--- src/sise_defs.vh ---
`ifndef SISE_DEFS_VH
`define SISE_DEFS_VH
`define SISE_OP_MSB 15
`define SISE_OP_LSB 13
`define SISE_OP_IRQ 3'h6
`define SISE_OP_SET 3'h7
`define SISE_OP_MOV 3'h5
`define SISE_DLY_MSB 12
`define SISE_DLY_LSB 8
`define SISE_IRQ_ZERO_BIT 7
`define SISE_IRQ_CLR_BIT 6
`define SISE_IRQ_WAIT_BIT 5
`define SISE_IRQ_REL_BIT 4
`define SISE_IRQ_GRP_BIT 2
`define SISE_DST_MSB 7
`define SISE_DST_LSB 5
`define SISE_DATA_MSB 4
`define SISE_DATA_LSB 0
`define SISE_MOV_OP_MSB 4
`define SISE_MOV_OP_LSB 3
`define SISE_DST_PINS 3'h0
`define SISE_DST_X 3'h1
`define SISE_DST_Y 3'h2
`define SISE_DST_PINDIRS 3'h4
`define SISE_MOVOP_NONE 2'h0
`define SISE_MOVOP_INV 2'h1
`define SISE_MOVOP_REV 2'h2
`define SISE_PINS_RST 5'h00
`define SISE_DIRS_RST 5'h00
`define SISE_FLAGS_RST 8'h00
`define SISE_DLY_RST 5'h00
`define SISE_DLY_STEP 5'h01
`define SISE_DLY_LAST 5'h01
`define SISE_WFLAG_RST 3'h0
`define SISE_XY_RST 32'h0000_0000
`define SISE_IMM_PAD 27'h0000000
`define SISE_SYS_FLAG_MSB 3
`define SISE_SYS_FLAG_LSB 0
`endif

--- src/sise_exec.v ---
// Behaviour
// - irq changes exactly the indexed flag
// - clear bit lowers flag instead
// - clear ignores wait, stalls only for its delay
// - wait raises then stalls until lowered
// - three low index bits pick flag
// - relative: add machine id modulo four
// - relative add keeps bit two unchanged
// - flags 0-3 routed to two masked lines
// - delay counts only after wait satisfied
// - set writes immediate to chosen destination
// - set x/y: low five bits, rest zero
// - 000 pins, 001 x, 010 y, 100 dirs, others reserved
// - set pin group separate from out
// - invert is full bitwise complement
// - mov op: none, invert, reverse, reserved
`timescale 1ns/10ps
`default_nettype none
`include "sise_defs.vh"
module sise_exec (
  input wire clock_i, // 25 MHz system clock
  input wire sys_rst_i, // async reset, active high
  input wire ce_i, // clock enable
  input wire instr_valid_i, // instruction presented
  input wire [15:0] instr_i, // instruction word
  input wire [1:0] sm_id_i, // executing machine id
  input wire [31:0] mov_src_i, // mov source word
  input wire [7:0] flag_clr_i, // external flag clear pulses
  input wire [7:0] flag_set_i, // sibling flag set pulses
  input wire [3:0] irq_line0_enable_mask_i, // line 0 enable mask
  input wire [3:0] irq_line1_enable_mask_i, // line 1 enable mask
  input wire [31:0] x_i, // scratch x current value
  input wire [31:0] y_i, // scratch y current value
  output reg [7:0] flags_o, // flag state
  output reg irq_line0_o, // system interrupt line 0
  output reg irq_line1_o, // system interrupt line 1
  output reg [4:0] set_pins_o, // set-group pin levels
  output reg [4:0] set_dirs_o, // set-group pin directions
  output reg [31:0] x_o, // scratch x next value
  output reg [31:0] y_o, // scratch y next value
  output reg xy_we_o, // x/y written this cycle
  output wire stall_o, // instruction not yet retired
  output reg reserved_o, // reserved encoding seen
  output wire [31:0] mov_res_o, // mov result, one cycle later
  output wire mov_op_bad_o // mov reserved op
);
  localparam ST_IDLE = 2'h0;
  localparam ST_WAIT = 2'h1;
  localparam ST_DLY = 2'h2;

  reg [1:0] st_r, st_nxt;
  reg [4:0] dly_r, dly_nxt;
  reg [2:0] wflag_r, wflag_nxt;
  reg [7:0] flags_nxt;
  reg [7:0] irq_set, irq_clr;
  reg [4:0] pins_nxt, dirs_nxt;
  reg [31:0] x_nxt, y_nxt;
  reg we_nxt, rsv_nxt;
  wire [2:0] op = instr_i[`SISE_OP_MSB:`SISE_OP_LSB];
  wire [4:0] imm = instr_i[`SISE_DATA_MSB:`SISE_DATA_LSB];
  wire [2:0] dst = instr_i[`SISE_DST_MSB:`SISE_DST_LSB];
  wire [4:0] dly = instr_i[`SISE_DLY_MSB:`SISE_DLY_LSB];
  wire accept = instr_valid_i && (st_r == ST_IDLE);
  wire is_irq = accept && (op == `SISE_OP_IRQ) && !instr_i[`SISE_IRQ_ZERO_BIT];
  wire is_set = accept && (op == `SISE_OP_SET);
  wire is_clr = instr_i[`SISE_IRQ_CLR_BIT];
  wire is_wait = instr_i[`SISE_IRQ_WAIT_BIT] && !is_clr;

  // flag number: bit 2 direct, low two bits optionally offset by id
  function [2:0] sise_flag_idx;
    input [4:0] idx;
    input [1:0] id;
    reg [1:0] lo;
    begin
      lo = idx[1:0] + (idx[`SISE_IRQ_REL_BIT] ? id : 2'h0);
      sise_flag_idx = {idx[`SISE_IRQ_GRP_BIT], lo};
    end
  endfunction

  wire [2:0] fnum = sise_flag_idx(imm, sm_id_i);

  // a system line is the OR of the enabled low-group flags; the upper group never leaves
  function sise_irq_line;
    input [7:0] fl;
    input [3:0] mask;
    begin
      sise_irq_line = |(fl[`SISE_SYS_FLAG_MSB:`SISE_SYS_FLAG_LSB] & mask);
    end
  endfunction

  // scratch writes keep only the immediate; everything above it reads zero
  function [31:0] sise_zext_imm;
    input [4:0] v;
    begin
      sise_zext_imm = {`SISE_IMM_PAD, v};
    end
  endfunction

  always @* begin
    irq_set = flag_set_i;
    irq_clr = flag_clr_i;
    if (is_irq) begin
      if (is_clr) begin
        irq_clr[fnum] = 1'b1;
      end else begin
        irq_set[fnum] = 1'b1;
      end
    end
    // a set in the same cycle as a clear wins, so a flag raised by a sibling
    // is never lost to an acknowledge aimed at its previous raise
    flags_nxt = (flags_o & ~irq_clr) | irq_set;
  end

  always @* begin
    st_nxt = st_r;
    dly_nxt = dly_r;
    wflag_nxt = wflag_r;
    case (st_r)
      ST_IDLE: begin
        if (is_irq && is_wait) begin
          st_nxt = ST_WAIT;
          wflag_nxt = fnum;
        end else if (accept && (dly != `SISE_DLY_RST)) begin
          st_nxt = ST_DLY;
          dly_nxt = dly;
        end
      end
      ST_WAIT: begin
        // leave only on the registered flag: the clear must have landed,
        // and a set that coincided with it keeps the machine waiting
        if (!flags_o[wflag_r]) begin
          if (dly_r != `SISE_DLY_RST) begin
            st_nxt = ST_DLY;
          end else begin
            st_nxt = ST_IDLE;
          end
        end
      end
      ST_DLY: begin
        dly_nxt = dly_r - `SISE_DLY_STEP;
        if (dly_r == `SISE_DLY_LAST) begin
          st_nxt = ST_IDLE;
        end
      end
      default: st_nxt = ST_IDLE;
    endcase
    // the delay field is latched at acceptance, since the word may change during the wait
    if (st_r == ST_IDLE && is_irq && is_wait) begin
      dly_nxt = dly; // held until wait ends
    end
  end

  // a waiting irq must stall in its own acceptance cycle already,
  // otherwise the fetch would advance before the wait state is entered
  assign stall_o = (st_r != ST_IDLE) || (is_irq && is_wait);

  always @* begin
    pins_nxt = set_pins_o;
    dirs_nxt = set_dirs_o;
    x_nxt = x_i;
    y_nxt = y_i;
    we_nxt = 1'b0;
    rsv_nxt = 1'b0;
    if (is_set) begin
      case (dst)
        `SISE_DST_PINS: pins_nxt = imm;
        `SISE_DST_X: begin
          x_nxt = sise_zext_imm(imm);
          we_nxt = 1'b1;
        end
        `SISE_DST_Y: begin
          y_nxt = sise_zext_imm(imm);
          we_nxt = 1'b1;
        end
        `SISE_DST_PINDIRS: dirs_nxt = imm;
        // reserved codes touch no destination and are only reported
        default: rsv_nxt = 1'b1;
      endcase
    end
  end

  always @(posedge clock_i or posedge sys_rst_i) begin
    if (sys_rst_i) begin
      st_r <= ST_IDLE;
      dly_r <= `SISE_DLY_RST;
      wflag_r <= `SISE_WFLAG_RST;
      flags_o <= `SISE_FLAGS_RST;
      irq_line0_o <= 1'b0;
      irq_line1_o <= 1'b0;
      set_pins_o <= `SISE_PINS_RST;
      set_dirs_o <= `SISE_DIRS_RST;
      x_o <= `SISE_XY_RST;
      y_o <= `SISE_XY_RST;
      xy_we_o <= 1'b0;
      reserved_o <= 1'b0;
    end else if (ce_i) begin
      // with ce_i low every register, wait and delay state included, holds
      st_r <= st_nxt;
      dly_r <= dly_nxt;
      wflag_r <= wflag_nxt;
      flags_o <= flags_nxt;
      irq_line0_o <= sise_irq_line(flags_nxt, irq_line0_enable_mask_i);
      irq_line1_o <= sise_irq_line(flags_nxt, irq_line1_enable_mask_i);
      set_pins_o <= pins_nxt;
      set_dirs_o <= dirs_nxt;
      x_o <= x_nxt;
      y_o <= y_nxt;
      xy_we_o <= we_nxt;
      reserved_o <= rsv_nxt;
    end
  end

  // the alu runs every enabled cycle; only a mov makes use of its result
  sise_mov_alu u_alu (
    .clock_i(clock_i),
    .sys_rst_i(sys_rst_i),
    .ce_i(ce_i),
    .op_i(instr_i[`SISE_MOV_OP_MSB:`SISE_MOV_OP_LSB]),
    .src_i(mov_src_i),
    .res_o(mov_res_o),
    .op_bad_o(mov_op_bad_o)
  );
endmodule
`default_nettype wire

--- src/sise_mov_alu.v ---
`timescale 1ns/10ps
`default_nettype none
`include "sise_defs.vh"
module sise_mov_alu (
  input wire clock_i, // system clock
  input wire sys_rst_i, // async reset
  input wire ce_i, // clock enable
  input wire [1:0] op_i, // mov operation field
  input wire [31:0] src_i, // source word
  output reg [31:0] res_o, // registered result
  output reg op_bad_o // registered: reserved op seen
);
  function [31:0] sise_rev;
    input [31:0] v;
    integer k;
    begin
      for (k = 0; k < 32; k = k + 1) begin
        sise_rev[k] = v[31-k];
      end
    end
  endfunction
  always @(posedge clock_i or posedge sys_rst_i) begin
    if (sys_rst_i) begin
      res_o <= 32'h0000_0000;
      op_bad_o <= 1'b0;
    end else if (ce_i) begin
      op_bad_o <= 1'b0;
      case (op_i)
        `SISE_MOVOP_NONE: res_o <= src_i;
        `SISE_MOVOP_INV: res_o <= ~src_i;
        `SISE_MOVOP_REV: res_o <= sise_rev(src_i);
        default: begin
          res_o <= src_i;
          op_bad_o <= 1'b1;
        end
      endcase
    end
  end
endmodule
`default_nettype wire

--- config.mk ---
export PLATFORM = sky130hd
export DESIGN_NAME = sise_exec
export DESIGN_NICKNAME = d
export VERILOG_FILES = /design/src/sise_exec.v /design/src/sise_mov_alu.v
export VERILOG_INCLUDE_DIRS = /design/src
export SDC_FILE = /design/constraint.sdc
export NUM_CORES = 1
export LEC_CHECK = 0
export ABC_CLOCK_PERIOD_IN_PS = 6100
export CELL_PAD_IN_SITES_DETAIL_PLACEMENT = 1
export CELL_PAD_IN_SITES_GLOBAL_PLACEMENT = 1
export CORE_ASPECT_RATIO = 0.6
export CORE_MARGIN = 5
export CORE_UTILIZATION = 50
export CTS_CLUSTER_SIZE = 12
export DETAILED_ROUTE_END_ITERATION = 8
export DONT_BUFFER_PORTS = 1
export PLACE_DENSITY_LB_ADDON = 0.1
export SETUP_SLACK_MARGIN = 0.5
export SKIP_CTS_REPAIR_TIMING = 1
export SYNTH_ARGS = -nofsm -noshare
export SYNTH_HDL_FRONTEND = slang
export SYNTH_HIERARCHICAL = 1
export SYNTH_SLANG_ARGS = --single-unit
export TNS_END_PERCENT = 100
--- constraint.sdc ---
create_clock -name clock_i -period 6.1 [get_ports clock_i]
set_clock_uncertainty 0.2 [all_clocks]
set_input_delay 0.915 -clock clock_i [delete_from_list [all_inputs] [get_ports clock_i]]
set_output_delay 0.915 -clock clock_i [all_outputs]
set_load 0.005 [all_outputs]
# Yosys cells after proc, flatten, opt, wreduce, memory -nomap -nowiden

Cells that the tools add are included.

Flip-flop bits (word level): 129
Input port bits: 142

Add/subtract/negate cells: 2
Eq/ne operators: 15
Bitwise gates (word level): 8
Muxes and demuxes: 29
Reduce and logical (&&, ||, !) cells: 30
Magnitude comparators: 3

Operators by type and width:

| kind                                                        | count |
|---|---|
| two-way mux 32 bit                                          | 4 |
| one-hot mux 32 bit (2 select lines)                         | 1 |
| two-way mux 8 bit                                           | 4 |
| NOT 32 bit                                                  | 1 |
| bitwise OR 8 bit                                            | 3 |
| two-way mux 5 bit                                           | 3 |
| two-way mux 2 bit                                           | 6 |
| OR reduction 4 bit                                          | 3 |
| logical AND 1 bit                                           | 10 |
| one-hot mux 5 bit (2 select lines)                          | 1 |
| nonzero test 5 bit                                          | 2 |
| == test 3 bit (second input constant)                       | 3 |
| AND reduction 3 bit                                         | 3 |
| bitwise AND 4 bit                                           | 2 |
| bitwise AND 8 bit                                           | 1 |
| less-than comparator 3 x 4 -> 1 bit (second input constant) | 2 |
| NOT 8 bit                                                   | 1 |
| AND reduction 4 bit                                         | 2 |
| two-way mux 1 bit                                           | 7 |
| inequality test 3 x 1 -> 1 bit (second input constant)      | 2 |
| one-hot mux 2 bit (3 select lines)                          | 1 |
| == test 5 x 1 -> 1 bit (second input constant)              | 1 |
| subtractor 5 x 1 -> 5 bit (second input constant)           | 1 |
| == test 2 x 1 -> 1 bit (second input constant)              | 2 |
| other kinds (17)                                            | 21 |

# Longest topological paths before layout

Gate-level depths: netlist (run 1).

Word-level depth: 14
Depth in mapped cells: 8
Mapped depth without buffers: 8

# Modules after synthesis

Netlist (run 1), hierarchy kept.

By module, submodules not included:

| module       | seq. area each (um^2) | cells each | instances | area each (um^2) |
|---|---|---|---|---|
| sise_exec    | 2402.3                | 416        | 1         | 4416.7 |
| sise_mov_alu | 825.8                 | 217        | 1         | 1880.6 |

# Worst setup path after synthesis (run 1)

No wires, ideal clock.

Path kind: input port to flip-flop
Start point: input sm_id_i[0]
End point: register irq_line0_o
Slack: 3.333 ns
Path buffers: 0
Arrival: 2.426 ns
Cell stages on the path: 8
Cells stage by stage: and2_1 -> ha_1 -> xor2_1 -> xor2_1 -> o311ai_0 -> nand2_1 -> a22oi_1 -> a31oi_1

Cells in the longest elaborated chain, start to end: 14
Elaborated cells between the ends (all ways): 18

RTL lines:

| element                                                                                                                        | line                             | text |
|---|---|---|
| start: declaration                                                                                                             | sise_exec.v:26                   | `input wire [1:0] sm_id_i,` |
| two-way mux 2 bit (*)                                                                                                          | sise_exec.v:75                   | `` lo = idx[1:0] + (idx[`SISE_IRQ_REL_BIT] ? id : 2'h0); `` |
| adder 2 bit (*)                                                                                                                | sise_exec.v:75                   |  |
| less-than comparator 3 x 4 -> 1 bit (not written as such) / greater-or-equal comparator 3 x 1 -> 1 bit (equally long branches) | sise_exec.v:104, sise_exec.v:106 |  |
| logical AND 1 bit (not written as such)                                                                                        | sise_exec.v:104, sise_exec.v:106 |  |
| two-way mux 1 bit (not written as such)                                                                                        | sise_exec.v:104, sise_exec.v:106 |  |
| demux 1 bit (select 3 bit) (*)                                                                                                 | sise_exec.v:104, sise_exec.v:106 |  |
| bitwise OR 8 bit (no line)                                                                                                     | -                                |  |
| two-way mux 8 bit                                                                                                              | sise_exec.v:103                  | `if (is_clr) begin` |
| two-way mux 8 bit                                                                                                              | sise_exec.v:102                  | `if (is_irq) begin` |
| NOT 8 bit                                                                                                                      | sise_exec.v:111                  | `flags_nxt = (flags_o & ~irq_clr) \| irq_set;` |
| bitwise AND 8 bit                                                                                                              | sise_exec.v:111                  |  |
| bitwise OR 8 bit (*)                                                                                                           | sise_exec.v:111                  |  |
| bitwise AND 4 bit (*)                                                                                                          | sise_exec.v:87                   | `` sise_irq_line = \|(fl[`SISE_SYS_FLAG_MSB:`SISE_SYS_FLAG_LSB] & mask); `` |
| OR reduction 4 bit (*)                                                                                                         | sise_exec.v:87                   |  |
| end signal: assignment                                                                                                         | sise_exec.v:202                  | `irq_line0_o <= sise_irq_line(flags_nxt, irq_line0_enable_mask_i);` |
| end: declaration                                                                                                               | sise_exec.v:35                   | `output reg irq_line0_o,` |

Mark *: on every way between the ends. The rest lies on a longest branch, timed or not.
A chain may end at the register's enable or synchronous reset.

# Worst setup path after layout (run 1)

Start point: input instr_i[13]
End point: register irq_line1_o

Cells in the longest elaborated chain, start to end: 9
Elaborated cells between the ends (all ways): 10

RTL lines:

| element                             | line            | text |
|---|---|---|
| start: declaration                  | sise_exec.v:25  | `input wire [15:0] instr_i,` |
| == test 3 bit (no line) (*)         | -               |  |
| logical AND 1 bit (*) (2 in series) | sise_exec.v:64  | `` wire is_irq = accept && (op == `SISE_OP_IRQ) && !instr_i[`SISE_IRQ_ZERO_BIT]; `` |
| two-way mux 8 bit                   | sise_exec.v:102 |  |
| NOT 8 bit                           | sise_exec.v:111 |  |
| bitwise AND 8 bit                   | sise_exec.v:111 |  |
| bitwise OR 8 bit (*)                | sise_exec.v:111 |  |
| bitwise AND 4 bit (*)               | sise_exec.v:87  |  |
| OR reduction 4 bit (*)              | sise_exec.v:87  |  |
| end signal: assignment              | sise_exec.v:203 | `irq_line1_o <= sise_irq_line(flags_nxt, irq_line1_enable_mask_i);` |
| end: declaration                    | sise_exec.v:36  | `output reg irq_line1_o,` |

Marks and branches as above.

==> impl_metrics.json, run 1 <==
{
  "overflow": 0,
  "endpoint_kind": "register",
  "hold_ws_ns": 0.202,
  "seq_area_frac_synth": 0.513,
  "htree_levels": 4,
  "num_vias": 4916,
  "cp.required_ns": 6.18,
  "ir_worst_vdd_mv": 0.177,
  "wl_um": 20000,
  "grt_max_degree": 128,
  "io_buffers": 0,
  "layout_commonest_cell": "dfrtp_1",
  "grt_usage": 0.263,
  "grt_pass1_wl_um": 31100,
  "ant_nets": 0,
  "setup_viol": 0,
  "criticalPathCategory": "in2reg",
  "relSlewSlack": 0.147,
  "cts_tree": "built",
  "route.detailed.drc": 0,
  "maxCapViolations": 0,
  "viasPerCell": 6.24,
  "grt-busiest-layer": "met2",
  "yosys_warnings": 6,
  "finalNetCount": 758,
  "finalSetupTns_ns": 0,
  "cts-root-buf": "clkbuf_16",
  "grt_pass1_vias": 5347,
  "gp_congestion": 0.834,
  "max_freq_mhz": 354,
  "finalPower_mw": 2.43,
  "cts.sinks": 129,
  "synth_cells": 633,
  "netlist_area_um2": 6300,
  "die_w_um": 155,
  "power.density_nw_per_um2": 351,
  "grt.met1_usage": 0.321,
  "drtIter0Drc": 270,
  "synth_ff_type": "dfrtp_1",
  "core_region_area_um2": 12200,
  "dieArea_um2": 15000,
  "use_met2": 0.431,
  "syn_avg_cell_area_um2": 9.95,
  "die_h_um": 96.9,
  "synth.area.top_cells": "dfrtp_1 (51%), o2bb2ai_1 (7.5%), a22oi_1 (4.3%)",
  "dr.pass1.iters": 4,
  "worstMarginPinSlew_ns": 1.28,
  "num_rows": 31,
  "maxSlewViolCount": 0,
  "synth.distinct_cells": 52,
  "min_period_ns": 2.83,
  "cp_max_fo": 6,
  "post_drt_wl_per_cell_um": 25.4,
  "finalHoldViolations": 0,
  "use_met3": 0.113,
  "synth_fp_nets": 782,
  "yosys.area.top_type": "dfrtp_1",
  "synth_seq_cells": 129,
  "period_share": 0.463,
  "cts_buffer_depth": 2,
  "fillers": 1316,
  "status": "completed",
  "rsz0062_at_grt": "false",
  "dpl.hpwl_um": 14300,
  "synth_top_area_frac": 0.513,
  "power_leakage_nw": 2.99,
  "boundaryPins": 262,
  "path_cells": "nor4_1 > nand3_1 > o41ai_1 > nand2_1 > a22oi_1 > a31oi_1",
  "layout_common_cells": "dfrtp_1 (129), nand2_1 (68), o2bb2ai_1 (54)",
  "syn_to_final_growth_pct": 9.91,
  "start_util": 0.517,
  "clk_pin_slew_ns": 0.06,
  "max_stage_delay_ns": 0.69,
  "synthArstFlopShare": 1.00,
  "cp-start-kind": "input port",
  "drive_gt1_frac": 0.0916,
  "cp.arrival_ns": 2.91,
  "antenna_found_initial": 1,
  "synth_edf_count": 0,
  "clk_latency_ns": 0.42,
  "slowest_stage": "o41ai_1",
  "holdCritPathClass": "in2async",
  "cts_buffers": 17
}
==> power breakdown <==
group	total, mW	switching (mW)	internal [mW]
sequential	1.06	0.105	0.959
combinational	0.305	0.176	0.129
clock	1.06	0.407	0.652
total	2.43	0.688	1.74
==> per-stage QoR <==
stage | cell area (um^2) | instances | utilization | worst slack, ns
floorplan | 6300 | 633 | - | 2.48
global placement | 6310 | 755 | 0.518 | 3.18
detailed placement | 6310 | 755 | 0.518 | 3.01
CTS | 6920 | 787 | 0.568 | 3.31
global route | 6920 | 788 | 0.568 | 3.13
finish | 6920 | 788 | 0.568 | 3.27
==> worst max-delay path: cells and delay by family <==
family | cells | cell delay, ns
compound gates | 3 | 1.02
simple gates | 3 | 0.96
==> Yosys cell counts (2+ instances only) <==
master / count
buf_6: 4
dfrtp_1: 129
and3_1: 3
and2b_1: 3
mux2i_1: 11
nand2b_1: 4
o2bb2ai_1: 54
a22oi_1: 36
a31oi_1: 16
xor2_1: 2
mux4_2: 2
a41oi_1: 2
o21a_1: 2
nor3_1: 2
nor2b_1: 33
o311ai_0: 2
nand2_1: 68
nand3_1: 3
a21oi_1: 48
clkbuf_1: 30
mux2_2: 14
buf_2: 9
xnor2_1: 2
inv_1: 43
o21ai_0: 47
nor4_1: 2
o21ai_1: 4
ha_1: 7
buf_4: 2
nor2_1: 27
==> logic make-up (layout without fill, tap and decap cells) <==
group	Yosys count	after routing	synth area share
xor gates and xnor gates	4	4	0.00556
AOI/OAI and AO/OA	217	217	0.228
adders and majority gates	8	8	0.0155
other	0	1	0
buffers and inverters	90	79	0.0616
and+or+nand+nor	158	158	0.127
DFF	129	129	0.513
muxes	27	27	0.0497
==> sequential cells by signal, summed over array words and instances (netlist names) <==
register,flops
dly_r,5
flags_o,8
irq_line0_o,1
irq_line1_o,1
reserved_o,1
set_dirs_o,5
set_pins_o,5
st_r,2
u_alu/op_bad_o,1
u_alu/res_o,32
wflag_r,3
x_o,32
xy_we_o,1
y_o,32
==> layout make-up <==
class	count	area [um^2]	share of cell area
sequential	129	3230	0.466
inverter	43	164	0.0237
timing repair buffer	4	30.0	0.00434
tap	165	206	0.0298
multi-input combinational	414	2680	0.387
antenna	1	2.50	0.000362
clock inverter	13	176	0.0255
clock buffer	19	433	0.0625
==> path summary, 6_finish.rpt <==
| check | to | slack, ns | depth (start not counted) | startpoint |
|---|---|---|---|---|
| hold / removal | irq_line0_o | 0.20 | 1 | sys_rst_i |
| hold reg to reg | y_o[21] | 0.32 | 1 | y_o[21] |
| setup / recovery | irq_line1_o | 3.27 | 6 | instr_i[13] |
| min in group clock_i | y_o[21] | 0.32 | 1 | y_o[21] |
| setup reg to reg | irq_line1_o | 3.34 | 6 | st_r[1] |
| max in group asynchronous | flags_o[0] | 4.40 | 2 | sys_rst_i |
==> per-layer routing <==
layer / up-vias / share of wire
met5: - / 0
met2: 203 / 0.49
li1: 2194 / -
met1: 2508 / 0.39
met3: 11 / 0.12
met4: 0 / 0.0066
No activity file was read; power rests on OpenSTA's default activity.
==> run 2: changes to the inputs <==
- ABC_CLOCK_PERIOD_IN_PS: 6100 -> 3000
- CORE_UTILIZATION: 50 -> 47
- clock period: 6.1 -> 3 ns (I/O delays scaled with it)
==> run 2 against run 1 <==
  * The run now ends with negative hold slack left
  * Combinational power rose by 140%
  * Sequential cell count did not move
  * Sequential share of layout area fell by 4.8 points
  * Worst setup slack got worse by 2.7 ns
  * Global-route usage fell by 1.1 points
  * Die area rose by 5.8%
  * Register-to-register slack got worse by 2.7 ns
  * Non-clock buffer count rose by 80
  * Via count rose by 7.8%
  * Count of clock-buffer cells in the layout fell by 2
  * Clock power rose by 87%
  * Critical path type is now reg2reg
  * Critical endpoint is now set_pins_o[4]
  * Largest power group unchanged
==> impl_metrics.json, run 2 (synthesized netlist as in run 1, its figures left out) <==
{
  "seqCellArea_um2": 3230,
  "gp_congestion": 0.843,
  "overflow": 0,
  "cp.required_ns": 3.09,
  "ant_nets": 0,
  "grt_pass1_wl_um": 31900,
  "setup_ws_ns": 0.619,
  "dieArea_um2": 15900,
  "dpl.hpwl_um": 14600,
  "criticalPathCategory": "reg2reg",
  "cp-start-kind": "register",
  "grt_pass1_vias": 5273,
  "num_rows": 32,
  "viasPerCell": 6.08,
  "finalHoldViolations": 14,
  "status": "finished, violations left",
  "clk_latency_ns": 0.41,
  "power_leakage_nw": 3.31,
  "num_vias": 5297,
  "maxSlewViolCount": 0,
  "cp.arrival_ns": 2.47,
  "boundaryPins": 262,
  "cts_buffers": 17,
  "wl_um": 21400,
  "cts-root-buf": "clkbuf_16",
  "clk_pin_slew_ns": 0.06,
  "finalSetupTns_ns": 0,
  "htree_levels": 4,
  "pre_cts_ws_ns": 0.298,
  "core_region_area_um2": 13000,
  "setup_viol": 0,
  "drive_gt1_frac": 0.0999,
  "fin_area_um2": 7710,
  "grt_usage": 0.252,
  "max_freq_mhz": 420,
  "endpoint_kind": "register",
  "fillers": 1386,
  "min_period_ns": 2.38,
  "grt_max_degree": 128,
  "layout_commonest_cell": "dfrtp_1",
  "die_w_um": 159,
  "cts_buffer_depth": 2,
  "route.detailed.drc": 0,
  "drtIter0Drc": 390,
  "top_regs": "u_alu/res_o (32), x_o (32), y_o (32)",
  "layout_common_cells": "dfrtp_1 (129), dlygate4sd3_1 (73), nand2_1 (68)",
  "power.density_nw_per_um2": 632,
  "worstMarginPinSlew_ns": 0.661,
  "cts.sinks": 129,
  "cts_tree": "built",
  "maxCapViolations": 0,
  "holdCritPathClass": "in2reg",
  "io_buffers": 0,
  "rsz0062_at_grt": "false",
  "relSlewSlack": 0.560,
  "dr.pass1.iters": 4,
  "ir_worst_vdd_mv": 0.383,
  "multiInputGateArea_um2": 2720,
  "period_share": 0.794,
  "post_drt_wl_per_cell_um": 24.6,
  "syn_to_final_growth_pct": 22.5,
  "start_util": 0.485,
  "antenna_found_initial": 0,
  "placed_cell_area_um2": 6380,
  "antenna_cells": 0,
  "die_h_um": 99.7,
  "cp_max_fo": 8,
  "violations": "negative hold slack",
  "finalNetCount": 838,
  "hold_ws_ns": -0.0321
}
==> run 2: per-stage QoR <==
step / cells / utilization / power [mW] / hold WS, ns
floorplan: 633 / - / 2.64 / 0.271
global placement: 767 / 0.492 / 2.78 / 0.265
detailed placement: 767 / 0.492 / 2.83 / 0.275
CTS: 798 / 0.535 / 4.82 / -0.169
global route: 871 / 0.594 / 5.12 / -0.0620
finish: 871 / 0.594 / 4.87 / -0.0321
==> run 2: routing by layer <==
layer / global-route usage / vias to the layer above / routed length [um]
met2: 0.387 / 211 / 9880
met1: 0.340 / 2697 / 9400
met4: 0.0518 / 0 / 270
met5: 0 / - / 0
li1: - / 2363 / -
met3: 0.102 / 26 / 1880
==> run 2: cell type report <==
class / count / share of cell area
clock inverter: 14 / 0.0175
multi-input combinational: 414 / 0.352
inverter: 43 / 0.0214
timing repair buffer: 84 / 0.108
sequential: 129 / 0.419
tap: 170 / 0.0276
clock buffer: 17 / 0.0552
==> run 2: worst max-delay path, stage by stage, from the launching register on <==
cell	delay [ns]
dfrtp_1	0.46
or2_1	0.27
or3_1	0.50
nor4_4	0.44
mux2_2	0.40
==> run 2: where the power goes <==
part	total (mW)	internal, mW	switching (mW)
Clock	1.98	1.15	0.829
Combinational	0.727	0.335	0.392
Sequential	2.17	1.95	0.218
==> run 2: final timing paths <==
path | end | cells after the start | slack (ns) | from
worst max-delay path | set_pins_o[4] | 4 | 0.62 | st_r[0]
worst min-delay path | y_o[4] | 1 | -0.03 | ce_i
worst max register to register | set_pins_o[4] | 4 | 0.62 | st_r[0]
worst min register to register | y_o[14] | 1 | 0.32 | y_o[14]
max in group asynchronous | dly_r[2] | 3 | 1.67 | sys_rst_i
min in group asynchronous | u_alu/res_o[30] | 3 | 0.48 | sys_rst_i
==> run 3: changes to the inputs <==
- ABC_AREA: not set -> 1
- ABC_CLOCK_PERIOD_IN_PS: 3000 -> 2150
- CORE_UTILIZATION: 47 -> 40
- clock period: 3 -> 2.15 ns (I/O delays scaled with it)
==> run 3 against run 2 <==
  * Synthesized cell count grew 35%
  * The run still ends with negative hold slack left
  * Worst setup slack lost 0.56 ns
  * Wire length up 27%
  * Global-route usage down 2.8 points
  * Critical path type unchanged
  * First-iteration DRC count up 24%
==> impl_metrics.json, run 3 <==
{
  "cts_buffers": 17,
  "syn_to_final_growth_pct": 40.8,
  "die_w_um": 177,
  "yosys.area.top_type": "dfrtp_1",
  "finalHoldViolations": 73,
  "finalPower_mw": 7.37,
  "pre_cts_ws_ns": 0.142,
  "min_path_cells": 1,
  "num_vias": 6547,
  "drive_gt1_frac": 0.226,
  "status": "finished, violations left",
  "synth_fp_nets": 1005,
  "slowest_stage": "dfrtp_2",
  "cts_buffer_depth": 2,
  "grt_usage": 0.224,
  "top_regs": "u_alu/res_o (32), x_o (32), y_o (32)",
  "path_cells": "inv_2 > nand2_4 > nor4_4 > buf_6 > buf_12 > buf_8 > nand2_8 > buf_6 > nand3_1 > nand2_1",
  "core_region_area_um2": 16300,
  "viasPerCell": 5.39,
  "wl_um": 27200,
  "cp_max_fo": 7,
  "synth.area.top_cells": "dfrtp_1 (48%), nand2_1 (18%), nand3_1 (6.5%)",
  "antenna_found_initial": 1,
  "setup_ws_ns": 0.0564,
  "netlist_area_um2": 6670,
  "rrSetupSlack_ns": 0.06,
  "synth_edf_count": 0,
  "fillers": 1889,
  "cts.sinks": 129,
  "grt_pass1_vias": 6102,
  "relSlewSlack": 0.347,
  "r2r_end": "x_o[14]",
  "min_from": "ce_i",
  "min_period_ns": 2.09,
  "ir_worst_vdd_mv": 0.446,
  "r2r_cells": 10,
  "cts_tree": "built",
  "dieArea_um2": 19400,
  "max_freq_mhz": 478,
  "synth_seq_cells": 129,
  "yosys-top-cells-count": "nand2_1 (319), dfrtp_1 (129), nand3_1 (86)",
  "dr.pass1.iters": 4,
  "drtIter0Drc": 483,
  "grt_pass1_wl_um": 34000,
  "hold_ws_ns": -0.140,
  "htree_levels": 4,
  "max_stage_delay_ns": 0.42,
  "violations": "negative hold slack",
  "layout_common_cells": "nand2_1 (307), dfrtp_1 (128), dlygate4sd3_1 (101)",
  "boundaryPins": 262,
  "dpl.hpwl_um": 16700,
  "clk_pin_slew_ns": 0.06,
  "grt_max_degree": 83,
  "period_share": 0.974,
  "cp-start-kind": "register",
  "holdCritPathClass": "in2reg",
  "criticalPathCategory": "reg2reg",
  "io_buffers": 0,
  "synth_cells": 856,
  "start_util": 0.409,
  "num_rows": 36,
  "ant_nets": 0,
  "maxSlewViolCount": 0,
  "synthArstFlopShare": 1.00,
  "path_buf_inv": 5,
  "finalNetCount": 1121,
  "power.density_nw_per_um2": 785,
  "clk_latency_ns": 0.41,
  "post_drt_wl_per_cell_um": 22.4,
  "cp.required_ns": 2.25,
  "cts-root-buf": "clkbuf_16",
  "cp.arrival_ns": 2.19,
  "setup_viol": 0,
  "gp_congestion": 0.832,
  "synth_top_area_frac": 0.484,
  "syn_avg_cell_area_um2": 7.79,
  "maxCapViolations": 0,
  "worstMarginPinSlew_ns": 0.974,
  "crit_family": "buffers and inverters",
  "crit_path_frequent_cell": "buf_6",
  "yosys_warnings": 6,
  "endpoint_kind": "register",
  "overflow": 0,
  "seq_area_frac_synth": 0.484,
  "synth_most_common_cell": "nand2_1",
  "synth.distinct_cells": 34,
  "die_h_um": 110,
  "route.detailed.drc": 0,
  "finalSetupTns_ns": 0,
  "power_leakage_nw": 4.47,
  "synth_ff_type": "dfrtp_1",
  "layout_commonest_cell": "nand2_1",
  "rsz0062_at_grt": "true",
  "hold_end": "flags_o[3]",
  "r2r-start": "st_r[0]"
}
run 3: cell types whose count changed in the layout (fill, tap and decap cells not counted), sizes merged, moves of 32 or more:
cell,change
nand3,+94
inv,+32
nor2b,-33
o2bb2ai,-54
nand2,+268
a22oi,-36
run 3: through the flow:
step                      hold WS (ns)  area, um^2  utilization  cells
after floorplan                  0.235        6710            -    856
final                           -0.140        9390        0.576   1214
after global routing            -0.157        9390        0.576   1213
after CTS                       -0.363        7470        0.458   1085
after detailed placement        0.0861        6910        0.424   1053
after global placement          0.0766        6910        0.424   1053
run 3: worst max-delay path by stage:
stage / to / slack, ns / startpoint / cells after the start
after floorplan: st_r[0] / 0.40 / st_r[0] / 10
after global placement: irq_line1_o / 0.23 / st_r[0] / 10
after detailed placement: irq_line1_o / 0.14 / st_r[0] / 10
after CTS: stall_o / -0.15 / st_r[0] / 7
after global routing: stall_o / -0.02 / st_r[0] / 7
final: x_o[14] / 0.06 / st_r[0] / 10
run 3: final cells by class:
class,instances,area [um^2],share of cell area
Antenna cell,1,2.50,0.000266
Clock buffer,19,443,0.0472
Clock inverter,13,125,0.0133
Inverter,74,287,0.0305
Multi-Input combinational cell,614,3500,0.372
Sequential cell,129,3230,0.344
Tap cell,228,285,0.0304
Timing Repair Buffer,136,1530,0.162
run 3: logic make-up after synthesis:
kind of cell | after synthesis | share of synthesized area
flops | 129 | 0.484
buf+inv | 117 | 0.0795
xor+xnor | 1 | 0.00131
simple gates | 477 | 0.311
compound gates | 125 | 0.111
fa+ha+maj | 7 | 0.0131
run 3: worst reg2reg max path, stage by stage, from the launching register on:
cell	delay [ns]
dfrtp_2	0.42
inv_2	0.10
nand2_4	0.08
nor4_4	0.31
buf_6	0.24
buf_12	0.13
buf_8	0.10
nand2_8	0.08
buf_6	0.19
nand3_1	0.07
nand2_1	0.07
run 3: power breakdown:
part	switching, mW	internal [mW]	total, mW	leakage [nW]
clock network	1.18	1.64	2.83	0.276
logic	0.920	0.603	1.52	2.62
registers	0.298	2.72	3.02	1.58
run 3: per-layer routing:
metal | global-route usage | vias to the layer above | part of all wire
met4 | 0.0464 | 2 | 0.023
met3 | 0.0999 | 51 | 0.089
met1 | 0.277 | 3247 | 0.39
met5 | 0 | - | 0.00048
met2 | 0.367 | 267 | 0.50
li1 | - | 2980 | -
